## src/pkg/adcm_pkg.sv

```systemverilog
// constants and carrier types for the isolated adc bit stream master
package adcm_pkg;

    // =====================================================================
    // clocking
    localparam int unsigned MCLK_HZ = 16384000;
    localparam int unsigned FRAME_DIV = 16;
    localparam int unsigned SLAVE_DIV = 4;
    localparam int unsigned FRAME_HZ = MCLK_HZ / FRAME_DIV;
    localparam int unsigned SLAVE_HZ = MCLK_HZ / SLAVE_DIV;
    localparam logic [3:0] CNT_LAST = 4'hF;
    localparam logic [3:0] FRAME_RISE_CNT = 4'h1;
    localparam logic [3:0] FRAME_FALL_CNT = 4'h5;
    localparam logic [1:0] SLAVE_FALL_PH = 2'h2;
    localparam logic [1:0] SLAVE_RISE_PH = 2'h0;
    // slave rise at count 8 plus one cycle of synchroniser latency
    localparam logic [3:0] SLOT0_SAMPLE_CNT = 4'h9;
    localparam logic [1:0] SLOT_LAST = 2'h3;
    localparam logic [1:0] SLOT_TEMP = 2'h2;

    // =====================================================================
    // channels, slave reset, temperature framing
    localparam int unsigned NUM_CH = 4;
    localparam logic [3:0] RESET_PULSES = 4'h8;
    localparam int unsigned TEMP_FRAME_LEN = 16;
    localparam logic [4:0] TEMP_LEAD_ZEROS = 5'h00;
    localparam int unsigned TEMP_LEAD_MSB = 15;
    localparam int unsigned TEMP_LEAD_LSB = 11;
    localparam int unsigned TEMP_MARK0 = 10;
    localparam int unsigned TEMP_MARK1 = 5;
    localparam int unsigned TEMP_MARK2 = 0;
    localparam int unsigned TEMP_HI_MSB = 9;
    localparam int unsigned TEMP_HI_LSB = 6;
    localparam int unsigned TEMP_LO_MSB = 4;
    localparam int unsigned TEMP_LO_LSB = 1;

    // =====================================================================
    // filter
    localparam int unsigned SAMPLE_W = 10;
    localparam int unsigned AVG_FRAC = 8;
    localparam int unsigned HP_SHIFT = 4;

    typedef enum logic [1:0] {
        ADCM_RST_WAIT,
        ADCM_RST_PULSE,
        ADCM_RUN
    } adcm_rst_e;

    typedef struct packed {
        logic [NUM_CH-1:0] phase_v;
        logic [NUM_CH-1:0] aux_v;
        logic [NUM_CH-1:0] temp;
        logic [NUM_CH-1:0] current;
    } adcm_bits_s;

    typedef struct packed {
        logic signed [SAMPLE_W-1:0] phase_v;
        logic signed [SAMPLE_W-1:0] aux_v;
        logic signed [SAMPLE_W-1:0] current;
    } adcm_sample_s;

endpackage

```

## src/adcm_master.sv

```systemverilog
// bit stream master: clock generation, slot demux, temperature offset, filters
`timescale 1ns/10ps
module adcm_master #(
    parameter int unsigned DEC = 64
) (
    input wire logic ref_clk,
    input wire logic reset,
    input wire logic [adcm_pkg::NUM_CH-1:0] data_in,
    input wire logic [adcm_pkg::NUM_CH-1:0] aux_sel,
    output logic frame_clk,
    output logic slave_clock_output,
    output logic slave_reset_n,
    output logic [adcm_pkg::NUM_CH-1:0] channel_select_strobe,
    output adcm_pkg::adcm_bits_s frame_bits,
    output logic frame_bits_valid,
    output logic [adcm_pkg::NUM_CH-1:0][7:0] temp_offset,
    output logic [adcm_pkg::NUM_CH-1:0] temp_valid,
    output adcm_pkg::adcm_sample_s [adcm_pkg::NUM_CH-1:0] samples,
    output logic samples_valid
);

    localparam int unsigned DW = $clog2(DEC + 1);

    // =====================================================================
    // master clock divider
    logic [3:0] cnt_q;
    logic [3:0] cnt_d;
    logic frame_q;
    logic sclk_q;

    // ref_clk is the master clock; all divides are exact so tolerance carries through
    assign cnt_d = (cnt_q == adcm_pkg::CNT_LAST) ? '0 : cnt_q + 4'h1;

    always_ff @(posedge ref_clk or posedge reset) begin
        if (reset) begin
            cnt_q <= '0;
        end else begin
            cnt_q <= cnt_d;
        end
    end

    // outputs registered from the next count so pins change on the count edge
    always_ff @(posedge ref_clk or posedge reset) begin
        if (reset) begin
            frame_q <= 1'b0;
            sclk_q <= 1'b1;
        end else begin
            frame_q <= (cnt_d >= adcm_pkg::FRAME_RISE_CNT) && (cnt_d < adcm_pkg::FRAME_FALL_CNT);
            sclk_q <= ~cnt_d[1];
        end
    end

    assign frame_clk = frame_q;
    assign slave_clock_output = sclk_q;

    // =====================================================================
    // input synchronisers and slot demux
    logic [adcm_pkg::NUM_CH-1:0] din_s1_q;
    logic [adcm_pkg::NUM_CH-1:0] din_s2_q;
    logic [3:0] rel_cnt;
    logic slot_hit;
    logic [1:0] slot_idx;
    adcm_pkg::adcm_bits_s acc_q;
    adcm_pkg::adcm_bits_s bits_q;
    logic bits_valid_q;

    always_ff @(posedge ref_clk or posedge reset) begin
        if (reset) begin
            din_s1_q <= '1;
            din_s2_q <= '1;
        end else begin
            din_s1_q <= data_in;
            din_s2_q <= din_s1_q;
        end
    end

    assign rel_cnt = cnt_q - adcm_pkg::SLOT0_SAMPLE_CNT;
    assign slot_hit = (rel_cnt[1:0] == 2'h0);
    assign slot_idx = rel_cnt[3:2];

    always_ff @(posedge ref_clk or posedge reset) begin
        if (reset) begin
            acc_q <= '0;
            bits_q <= '0;
            bits_valid_q <= 1'b0;
        end else begin
            bits_valid_q <= slot_hit && (slot_idx == adcm_pkg::SLOT_LAST);
            if (slot_hit) begin
                case (slot_idx)
                    2'h0: acc_q.phase_v <= din_s2_q;
                    2'h1: acc_q.aux_v <= din_s2_q;
                    2'h2: acc_q.temp <= din_s2_q;
                    default: begin
                        bits_q <= '{phase_v: acc_q.phase_v, aux_v: acc_q.aux_v, temp: acc_q.temp,
                                    current: din_s2_q};
                    end
                endcase
            end
        end
    end

    assign frame_bits = bits_q;
    assign frame_bits_valid = bits_valid_q;

    // =====================================================================
    // temperature offset recovery and per-channel filters
    logic [DW-1:0] dec_q;
    logic dec_end;
    logic [adcm_pkg::NUM_CH-1:0] tmatch;
    logic samp_valid_q;

    assign dec_end = bits_valid_q && (dec_q == DW'(DEC - 1));

    always_ff @(posedge ref_clk or posedge reset) begin
        if (reset) begin
            dec_q <= '0;
            samp_valid_q <= 1'b0;
        end else begin
            samp_valid_q <= dec_end;
            if (bits_valid_q) begin
                dec_q <= dec_end ? '0 : dec_q + DW'(1);
            end
        end
    end

    genvar gc;
    genvar gs;
    generate
        for (gc = 0; gc < adcm_pkg::NUM_CH; gc++) begin : g_ch
            logic [adcm_pkg::TEMP_FRAME_LEN-1:0] tsh_q;
            logic [adcm_pkg::TEMP_FRAME_LEN-1:0] tsh_d;
            logic [7:0] toff_q;
            logic tval_q;
            logic [2:0] sbit;
            logic signed [adcm_pkg::SAMPLE_W-1:0] y_q [3];

            assign tsh_d = {tsh_q[adcm_pkg::TEMP_FRAME_LEN-2:0], bits_q.temp[gc]};
            // a stuck-high line never shows five leading zeros, so it never validates
            assign tmatch[gc] = (tsh_d[adcm_pkg::TEMP_LEAD_MSB:adcm_pkg::TEMP_LEAD_LSB] == adcm_pkg::TEMP_LEAD_ZEROS)
                && tsh_d[adcm_pkg::TEMP_MARK0] && tsh_d[adcm_pkg::TEMP_MARK1] && tsh_d[adcm_pkg::TEMP_MARK2];

            always_ff @(posedge ref_clk or posedge reset) begin
                if (reset) begin
                    // idle line is high, so reset history cannot fake a delimiter
                    tsh_q <= '1;
                    toff_q <= '0;
                    tval_q <= 1'b0;
                end else if (bits_valid_q) begin
                    tsh_q <= tsh_d;
                    if (tmatch[gc]) begin
                        toff_q <= {tsh_d[adcm_pkg::TEMP_HI_MSB:adcm_pkg::TEMP_HI_LSB],
                                   tsh_d[adcm_pkg::TEMP_LO_MSB:adcm_pkg::TEMP_LO_LSB]};
                        tval_q <= 1'b1;
                    end
                end
            end

            assign temp_offset[gc] = toff_q;
            assign temp_valid[gc] = tval_q;

            assign sbit = {bits_q.phase_v[gc], bits_q.aux_v[gc], bits_q.current[gc]};

            // sinc1 decimator then first-order dc blocker; cheap, not a precision filter
            for (gs = 0; gs < 3; gs++) begin : g_st
                logic [DW-1:0] ones_q;
                logic [DW:0] ones_t;
                logic signed [adcm_pkg::SAMPLE_W-1:0] x_t;
                logic signed [adcm_pkg::SAMPLE_W+adcm_pkg::AVG_FRAC-1:0] avg_q;
                logic signed [adcm_pkg::SAMPLE_W+adcm_pkg::AVG_FRAC-1:0] err_t;

                assign ones_t = {1'b0, ones_q} + (DW+1)'(sbit[gs]);
                // all ones gives positive full scale
                assign x_t = adcm_pkg::SAMPLE_W'($signed({ones_t, 1'b0}) - $signed((DW+2)'(DEC)));
                assign err_t = $signed({x_t, adcm_pkg::AVG_FRAC'(0)}) - avg_q;

                always_ff @(posedge ref_clk or posedge reset) begin
                    if (reset) begin
                        ones_q <= '0;
                        avg_q <= '0;
                        y_q[gs] <= '0;
                    end else if (bits_valid_q) begin
                        ones_q <= dec_end ? '0 : ones_t[DW-1:0];
                        if (dec_end) begin
                            avg_q <= avg_q + (err_t >>> adcm_pkg::HP_SHIFT);
                            y_q[gs] <= adcm_pkg::SAMPLE_W'(err_t >>> adcm_pkg::AVG_FRAC);
                        end
                    end
                end
            end

            assign samples[gc] = '{phase_v: y_q[2], aux_v: y_q[1], current: y_q[0]};
        end
    endgenerate

    assign samples_valid = samp_valid_q;

    // =====================================================================
    // slave reset sequence and select strobes
    adcm_pkg::adcm_rst_e rst_q;
    logic [3:0] pulses_q;
    logic srst_n_q;
    logic [adcm_pkg::NUM_CH-1:0] strobe_q;

    always_ff @(posedge ref_clk or posedge reset) begin
        if (reset) begin
            rst_q <= adcm_pkg::ADCM_RST_WAIT;
            pulses_q <= '0;
        end else begin
            case (rst_q)
                adcm_pkg::ADCM_RST_WAIT: begin
                    if (cnt_q == adcm_pkg::CNT_LAST) begin
                        rst_q <= adcm_pkg::ADCM_RST_PULSE;
                    end
                end
                adcm_pkg::ADCM_RST_PULSE: begin
                    if (cnt_d[1:0] == adcm_pkg::SLAVE_FALL_PH) begin
                        pulses_q <= pulses_q + 4'h1;
                    end
                    if ((pulses_q == adcm_pkg::RESET_PULSES) && (cnt_d[1:0] == adcm_pkg::SLAVE_RISE_PH)) begin
                        rst_q <= adcm_pkg::ADCM_RUN;
                    end
                end
                adcm_pkg::ADCM_RUN: begin
                    rst_q <= adcm_pkg::ADCM_RUN;
                end
                default: begin
                    rst_q <= adcm_pkg::ADCM_RST_WAIT;
                end
            endcase
        end
    end

    always_ff @(posedge ref_clk or posedge reset) begin
        if (reset) begin
            srst_n_q <= 1'b0;
            strobe_q <= '1;
        end else begin
            srst_n_q <= (rst_q == adcm_pkg::ADCM_RUN);
            case (rst_q)
                adcm_pkg::ADCM_RST_PULSE: begin
                    // after the eighth fall hold low until the release edge
                    strobe_q <= (pulses_q == adcm_pkg::RESET_PULSES) ? '0 : {adcm_pkg::NUM_CH{~cnt_d[1]}};
                end
                adcm_pkg::ADCM_RUN: begin
                    // strobes return high with the reset release, then follow the select level
                    strobe_q <= srst_n_q ? aux_sel : '1;
                end
                default: begin
                    strobe_q <= '1;
                end
            endcase
        end
    end

    assign slave_reset_n = srst_n_q;
    assign channel_select_strobe = strobe_q;

    // =====================================================================
    // checks
    logic [2:0] falls_q;
    logic frame_p_q;
    logic sclk_p_q;
    logic frame_seen_q;

    // previous pin levels kept here so the slot count does not lean on the divider count
    always_ff @(posedge ref_clk or posedge reset) begin
        if (reset) begin
            falls_q <= '0;
            frame_p_q <= 1'b0;
            sclk_p_q <= 1'b1;
            frame_seen_q <= 1'b0;
        end else begin
            frame_p_q <= frame_q;
            sclk_p_q <= sclk_q;
            if (frame_p_q && !frame_q) begin
                falls_q <= '0;
                frame_seen_q <= 1'b1;
            end else if (sclk_p_q && !sclk_q) begin
                falls_q <= falls_q + 3'h1;
            end
        end
    end
endmodule

```

## config.mk

```make
export PLATFORM = sky130hd
export DESIGN_NAME = adcm_master
export DESIGN_NICKNAME = d
export VERILOG_FILES = /design/src/pkg/adcm_pkg.sv /design/src/adcm_master.sv
export SDC_FILE = /design/constraint.sdc
export NUM_CORES = 2
export LEC_CHECK = 0
export ABC_AREA = 1
export BUFFER_PORTS_ARGS = -buffer_cell sky130_fd_sc_hd__buf_2
export CORE_MARGIN = 3
export CORE_UTILIZATION = 30
export DETAILED_ROUTE_END_ITERATION = 10
export GPL_TIMING_DRIVEN = 1
export PLACE_DENSITY = 0.42
export SYNTH_ARGS = -nofsm -noshare
export SYNTH_HDL_FRONTEND = slang
export SYNTH_SLANG_ARGS = --single-unit
```

## constraint.sdc

```tcl
create_clock -name ref_clk -period 21 [get_ports ref_clk]
set_input_delay 3.15 -clock ref_clk [delete_from_list [all_inputs] [get_ports ref_clk]]
set_output_delay 3.15 -clock ref_clk [all_outputs]
set_load 0.01 [all_outputs]
```

* Yosys cells after proc, flatten, opt, wreduce, memory -nomap -nowiden *
Index checks and enable logic that the tools add are counted.
Widths: inputs -> output; s select.

storage, ports and cells
  input port bits = 10
  bits in registers = 578
  output and inout port bits = 181

operators by class
  eq/ne operators = 11
  multiplexer cells = 20
  bitwise gates (word level) = 2
  magnitude comparators = 2
  add/sub/neg operators = 52
  reduce and logical (&&, ||, !) cells = 36

operators with widths
  operator              number
  $add 18x14->18        12
  $sub 18x18->18        12
  $sub 9x8->10 const B  12
  $add 7x1->8           12
  $mux 7                13
  $reduce_and 2->1      11
  $logic_not 5->1       4
  $logic_and 1x1->1     16
  $mux 4                3
  $add 4x1->4 const B   2
  $eq 2x2->1 const B    4
  $eq 4x4->1 const B    2
  $logic_not 2->1       4
  $pmux 4 s2            1
  $add 7x1->7 const B   1
  $eq 7x6->1 const B    1
  $pmux 2 s3            1
  $eq 2x1->1 const B    2
  $ge 4x1->1 const B    1
  $lt 4x3->1 const B    1
  $mux 2                2
  $ne 2x2->1 const B    2
  $sub 4x4->4 const B   1
  $reduce_or 3->1       1
  $not 1->1             2

* Logic depth before layout (Yosys ltp) *
  depth in word-level cells = 6
  mapped depth = 31

* Least setup slack after synthesis *
OpenSTA, ideal clock, no wires.

  path kind = reg-to-reg
  start point = reg bits_q (netlist bit frame_bits[11])
  end point = reg g_ch[3].g_st[1].avg_q[17] (netlist bit)
  arrival = 3.732 ns
  setup time = 0.117 ns
  clock period less this slack = 3.848 ns
  setup slack = 17.152 ns
  stages on the path, launching flop included = 27
  cell sequence = dfrtp_1 ha_1 ha_1 nand3_1 nor2_1 nand2_1 xor2_1 nand2_1 nand2_1 o21ai_0 inv_1 ha_1 a21oi_1 nand2_1 nand2_1 nand2_1 ha_1 nand2_1 nor3_1 nand2_1 or2_2 o311ai_0 inv_1 nand2_1 nand2_1 nand2_1 nand2_1

on the way
  longest elaborated chain between the ends = 4

RTL lines
  element                              RTL line            source
  start, declared                      adcm_master.sv:64   adcm_pkg::adcm_bits_s bits_q;
  start signal, assigned               adcm_master.sv:94   bits_q <= '{phase_v: acc_q.phase_v, aux_v: acc_q.aux_v, temp: acc_q.temp,
  $add 7x1->8                          adcm_master.sv:171  assign ones_t = {1'b0, ones_q} + (DW+1)'(sbit[gs]);
  $sub 9x8->10                         adcm_master.sv:173  assign x_t = adcm_pkg::SAMPLE_W'($signed({ones_t, 1'b0}) - $signed((DW+2)'(DEC)));
  $sub 18x18->18                       adcm_master.sv:174  assign err_t = $signed({x_t, adcm_pkg::AVG_FRAC'(0)}) - avg_q;
  via g_ch[3].g_st[1].err_t (one bit)  adcm_master.sv:169  logic signed [adcm_pkg::SAMPLE_W+adcm_pkg::AVG_FRAC-1:0] err_t;
  $add 18x14->18                       adcm_master.sv:184  avg_q <= avg_q + (err_t >>> adcm_pkg::HP_SHIFT);
  end signal, assigned                 adcm_master.sv:184
  end, declared                        adcm_master.sv:168  logic signed [adcm_pkg::SAMPLE_W+adcm_pkg::AVG_FRAC-1:0] avg_q;

The timed path passes the listed nets, and every way through them passes these cells.
A chain may end at the register's enable or synchronous reset.

* Worst setup path in the final report *
  start point = reg bits_valid_q (netlist: frame_bits_valid)
  end point = out frame_bits_valid

RTL lines
  element                 RTL line           source
  start, declared         adcm_master.sv:65  logic bits_valid_q;
  start signal, assigned  adcm_master.sv:87  bits_valid_q <= slot_hit && (slot_idx == adcm_pkg::SLOT_LAST);
  end, declared           adcm_master.sv:15  output logic frame_bits_valid,

No word-level cell between the ends.

==> results.py <==
metrics = {
    "detailed_routing": {
        "num_vias": 33400,
        "drt_pass1_iterations": 5,
        "final_antenna_net_count": 0,
        "vias_per_cell": 4.63,
        "drc": 0,
        "routedWlPerCell_um": 14.9,
        "dr.first_iter.drc_count": 1704,
        "routed_wl_um": 107000,
    },
    "grt": {
        "overflow": 0,
        "grt_pass1_vias": 33000,
        "track_usage_pct": 15.7,
        "grt_pass1_wl_um": 176000,
        "grt_max_degree": 170,
        "antenna_found_initial": 1,
    },
    "power_and_ir_drop": {
        "p_per_area_nw_per_um2": 63.9,
        "p_total_mw": 2.88,
        "power.leakage_nw": 23.2,
        "ir_worst_vdd_mv": 0.0491,
    },
    "clock_tree": {
        "clkTransAtPathRegs_ns": 0.06,
        "htreeDepth": 3,
        "cts_buffers": 78,
        "cts_setup_buffers": 0,
        "clockBufferDepth": 3,
        "cts.sinks": 578,
        "cts_tree": "done",
        "cts-resized-gates": 0,
        "clockRootBuffer": "clkbuf_16",
        "clock_latency_ns": 0.67,
        "postCtsHoldBufs": 0,
    },
    "outcome": {
        "status": "completed",
    },
    "final_layout": {
        "area_growth_pct": 13.7,
        "seq_area_sq_um": 14600,
        "fin_util_pct": 34.6,
        "diodes": 0,
        "multi_input_area_sq_um": 22100,
        "layout.filler_cells": 13900,
        "nNetsFinal": 5764,
        "drive_gt1_share_pct": 13.0,
    },
    "sta": {
        "fin_ws_ns": 15.27,
        "fin_crit_sh_pct": 27.3,
        "final_max_slew_viol_count": 0,
        "fin_crit_ns": 5.73,
        "hold_violations": 0,
        "tightest_slew_ns": 0.978,
        "rsz0062_at_grt": "no",
        "fmax_mhz": 175,
        "tns_ns": 0,
        "maxSlewHeadroom_pct": 34.8,
        "setup-violations-final": 0,
        "hold_ws_ns": 0.345,
        "fin_worst_skew_ns": 0.0245,
    },
    "synth": {
        "synth_commonest_cells": "nand2_1, inv_1, dfrtp_1",
        "yosys-top-cells-area": "dfrtp_1, nand2_1, ha_1",
        "yosys_warnings": 0,
        "synth_edf_count": 0,
        "synth.most_common_cell": "nand2_1",
        "ys_ff_latch": 578,
        "synth_top_cell_by_area": "dfrtp_1",
        "synthesis.area_sq_um": 39700,
        "synthesis.nets": 5600,
        "synth_cell_type_count": 61,
        "yosysSeqAreaShare_pct": 36.7,
        "postSynthAreaPerCell_sq_um": 7.55,
        "synth_top_area_share_pct": 31.9,
        "ys.flop_type": "dfrtp_1",
        "syn_inst": 5254,
        "ys_async_sr_fraction_pct": 100,
    },
    "critical_path": {
        "required_ns": 17.85,
        "critical_path_arrival_ns": 2.58,
        "end_kind": "output pin",
        "path_class": "reg -> out",
        "cp_max_fo": 96,
        "cp-start-kind": "register",
    },
    "worst_hold_path": {
        "hold_class": "reg -> reg",
    },
    "placement": {
        "io_buffers": 190,
        "finalWeightedCongestion": 0.803,
        "dpl.hpwl_um": 77400,
        "place_ws_ns": 14.48,
    },
    "die": {
        "die_h_um": 370,
        "start_util_pct": 30.4,
        "coreArea_sq_um": 130000,
        "die-area_sq_um": 137000,
        "ios": 191,
        "fp.dieW_um": 370,
        "rows": 132,
    },
    "run": {
        "drv_cap": 0,
    },
}
==> per-layer routing <==
| layer | vias to the layer above | global-route usage, % | routed length, um |
|---|---|---|---|
| li1 | 17500 | - | - |
| met1 | 15400 | 21.9 | 53800 |
| met2 | 349 | 25.5 | 48200 |
| met3 | 124 | 2.43 | 3110 |
| met4 | 0 | 3.58 | 2130 |
| met5 | - | 0 | 0 |
==> metrics by stage <==
stage	std cells	cell area [sq um]
floorplan	5254	39700
global placement	7080	42400
detailed placement	7080	42400
CTS	7219	45100
global route	7219	45100
finish	7219	45100
==> worst max-delay path, stage by stage (launching register included) <==
cell and delay, ns:
dfrtp_4 0.82, buf_4 0.80, buf_2 0.27
==> cells by family (layout without fill, tap and decap cells) <==
logic type,after synthesis,after routing,share of synthesized area (%)
compound gates,935,935,13.1
xor+xnor,219,219,4.99
simple gates,2416,2416,26.9
flops,578,578,36.7
fa+ha+maj,336,336,10.8
buf+inv,770,993,7.54
==> final timing paths <==
kind / startpoint / to / slack [ns] / cells after the start
setup reg to reg: frame_bits_valid / g_ch[3].g_st[0].avg_q[17] / 15.67 / 12
min in group asynchronous: reset / g_ch[1].g_st[2].avg_q[4] / 2.58 / 2
hold reg to reg: din_s1_q[1] / din_s2_q[1] / 0.35 / 0
max in group asynchronous: reset / g_ch[1].toff_q[2] / 15.50 / 5
setup / recovery: frame_bits_valid / frame_bits_valid / 15.27 / 2
hold / removal: din_s1_q[1] / din_s2_q[1] / 0.35 / 0
==> area by class of cell <==
class | count | area share (%)
repair buffers | 206 | 2.46
clock buffers | 115 | 5.13
multi-input cells | 3906 | 49.1
inverters | 648 | 5.43
clock inverters | 24 | 0.827
well taps | 1742 | 4.83
flip-flops and latches | 578 | 32.3
==> sequential cells by signal, summed over array words and instances (netlist names), 7 cells and up <==
signal / cells
frame_bits: 16
samples: 120
g_ch.tsh_q: 60
g_ch.toff_q: 32
acc_q: 12
dec_q: 7
g_ch.g_st.ones_q: 84
g_ch.g_st.avg_q: 216
==> power breakdown <==
group / internal [mW] / switching, mW / total (mW)
Sequential: 1.13 / 0.00789 / 1.13
Combinational: 0.111 / 0.227 / 0.339
Clock: 0.871 / 0.539 / 1.41
==> placed cells by master (no fill, tap or decap), types with 20 or more instances in the layout <==
cell	n
or2_2	50
nand3_1	319
o21ai_0	399
clkbuf_8	20
nor2_1	264
xnor2_1	58
nor2_2	25
nand4_1	57
inv_1	622
clkbuf_16	79
dfstp_2	73
ha_1	326
a21oi_1	309
dfrtp_1	504
xor2_1	153
nand3_2	32
nand2_2	103
a31oi_1	35
o22ai_1	57
nor3_1	38
buf_2	190
nand2_1	1459
inv_2	21
(Power assumes the default switching activity.)
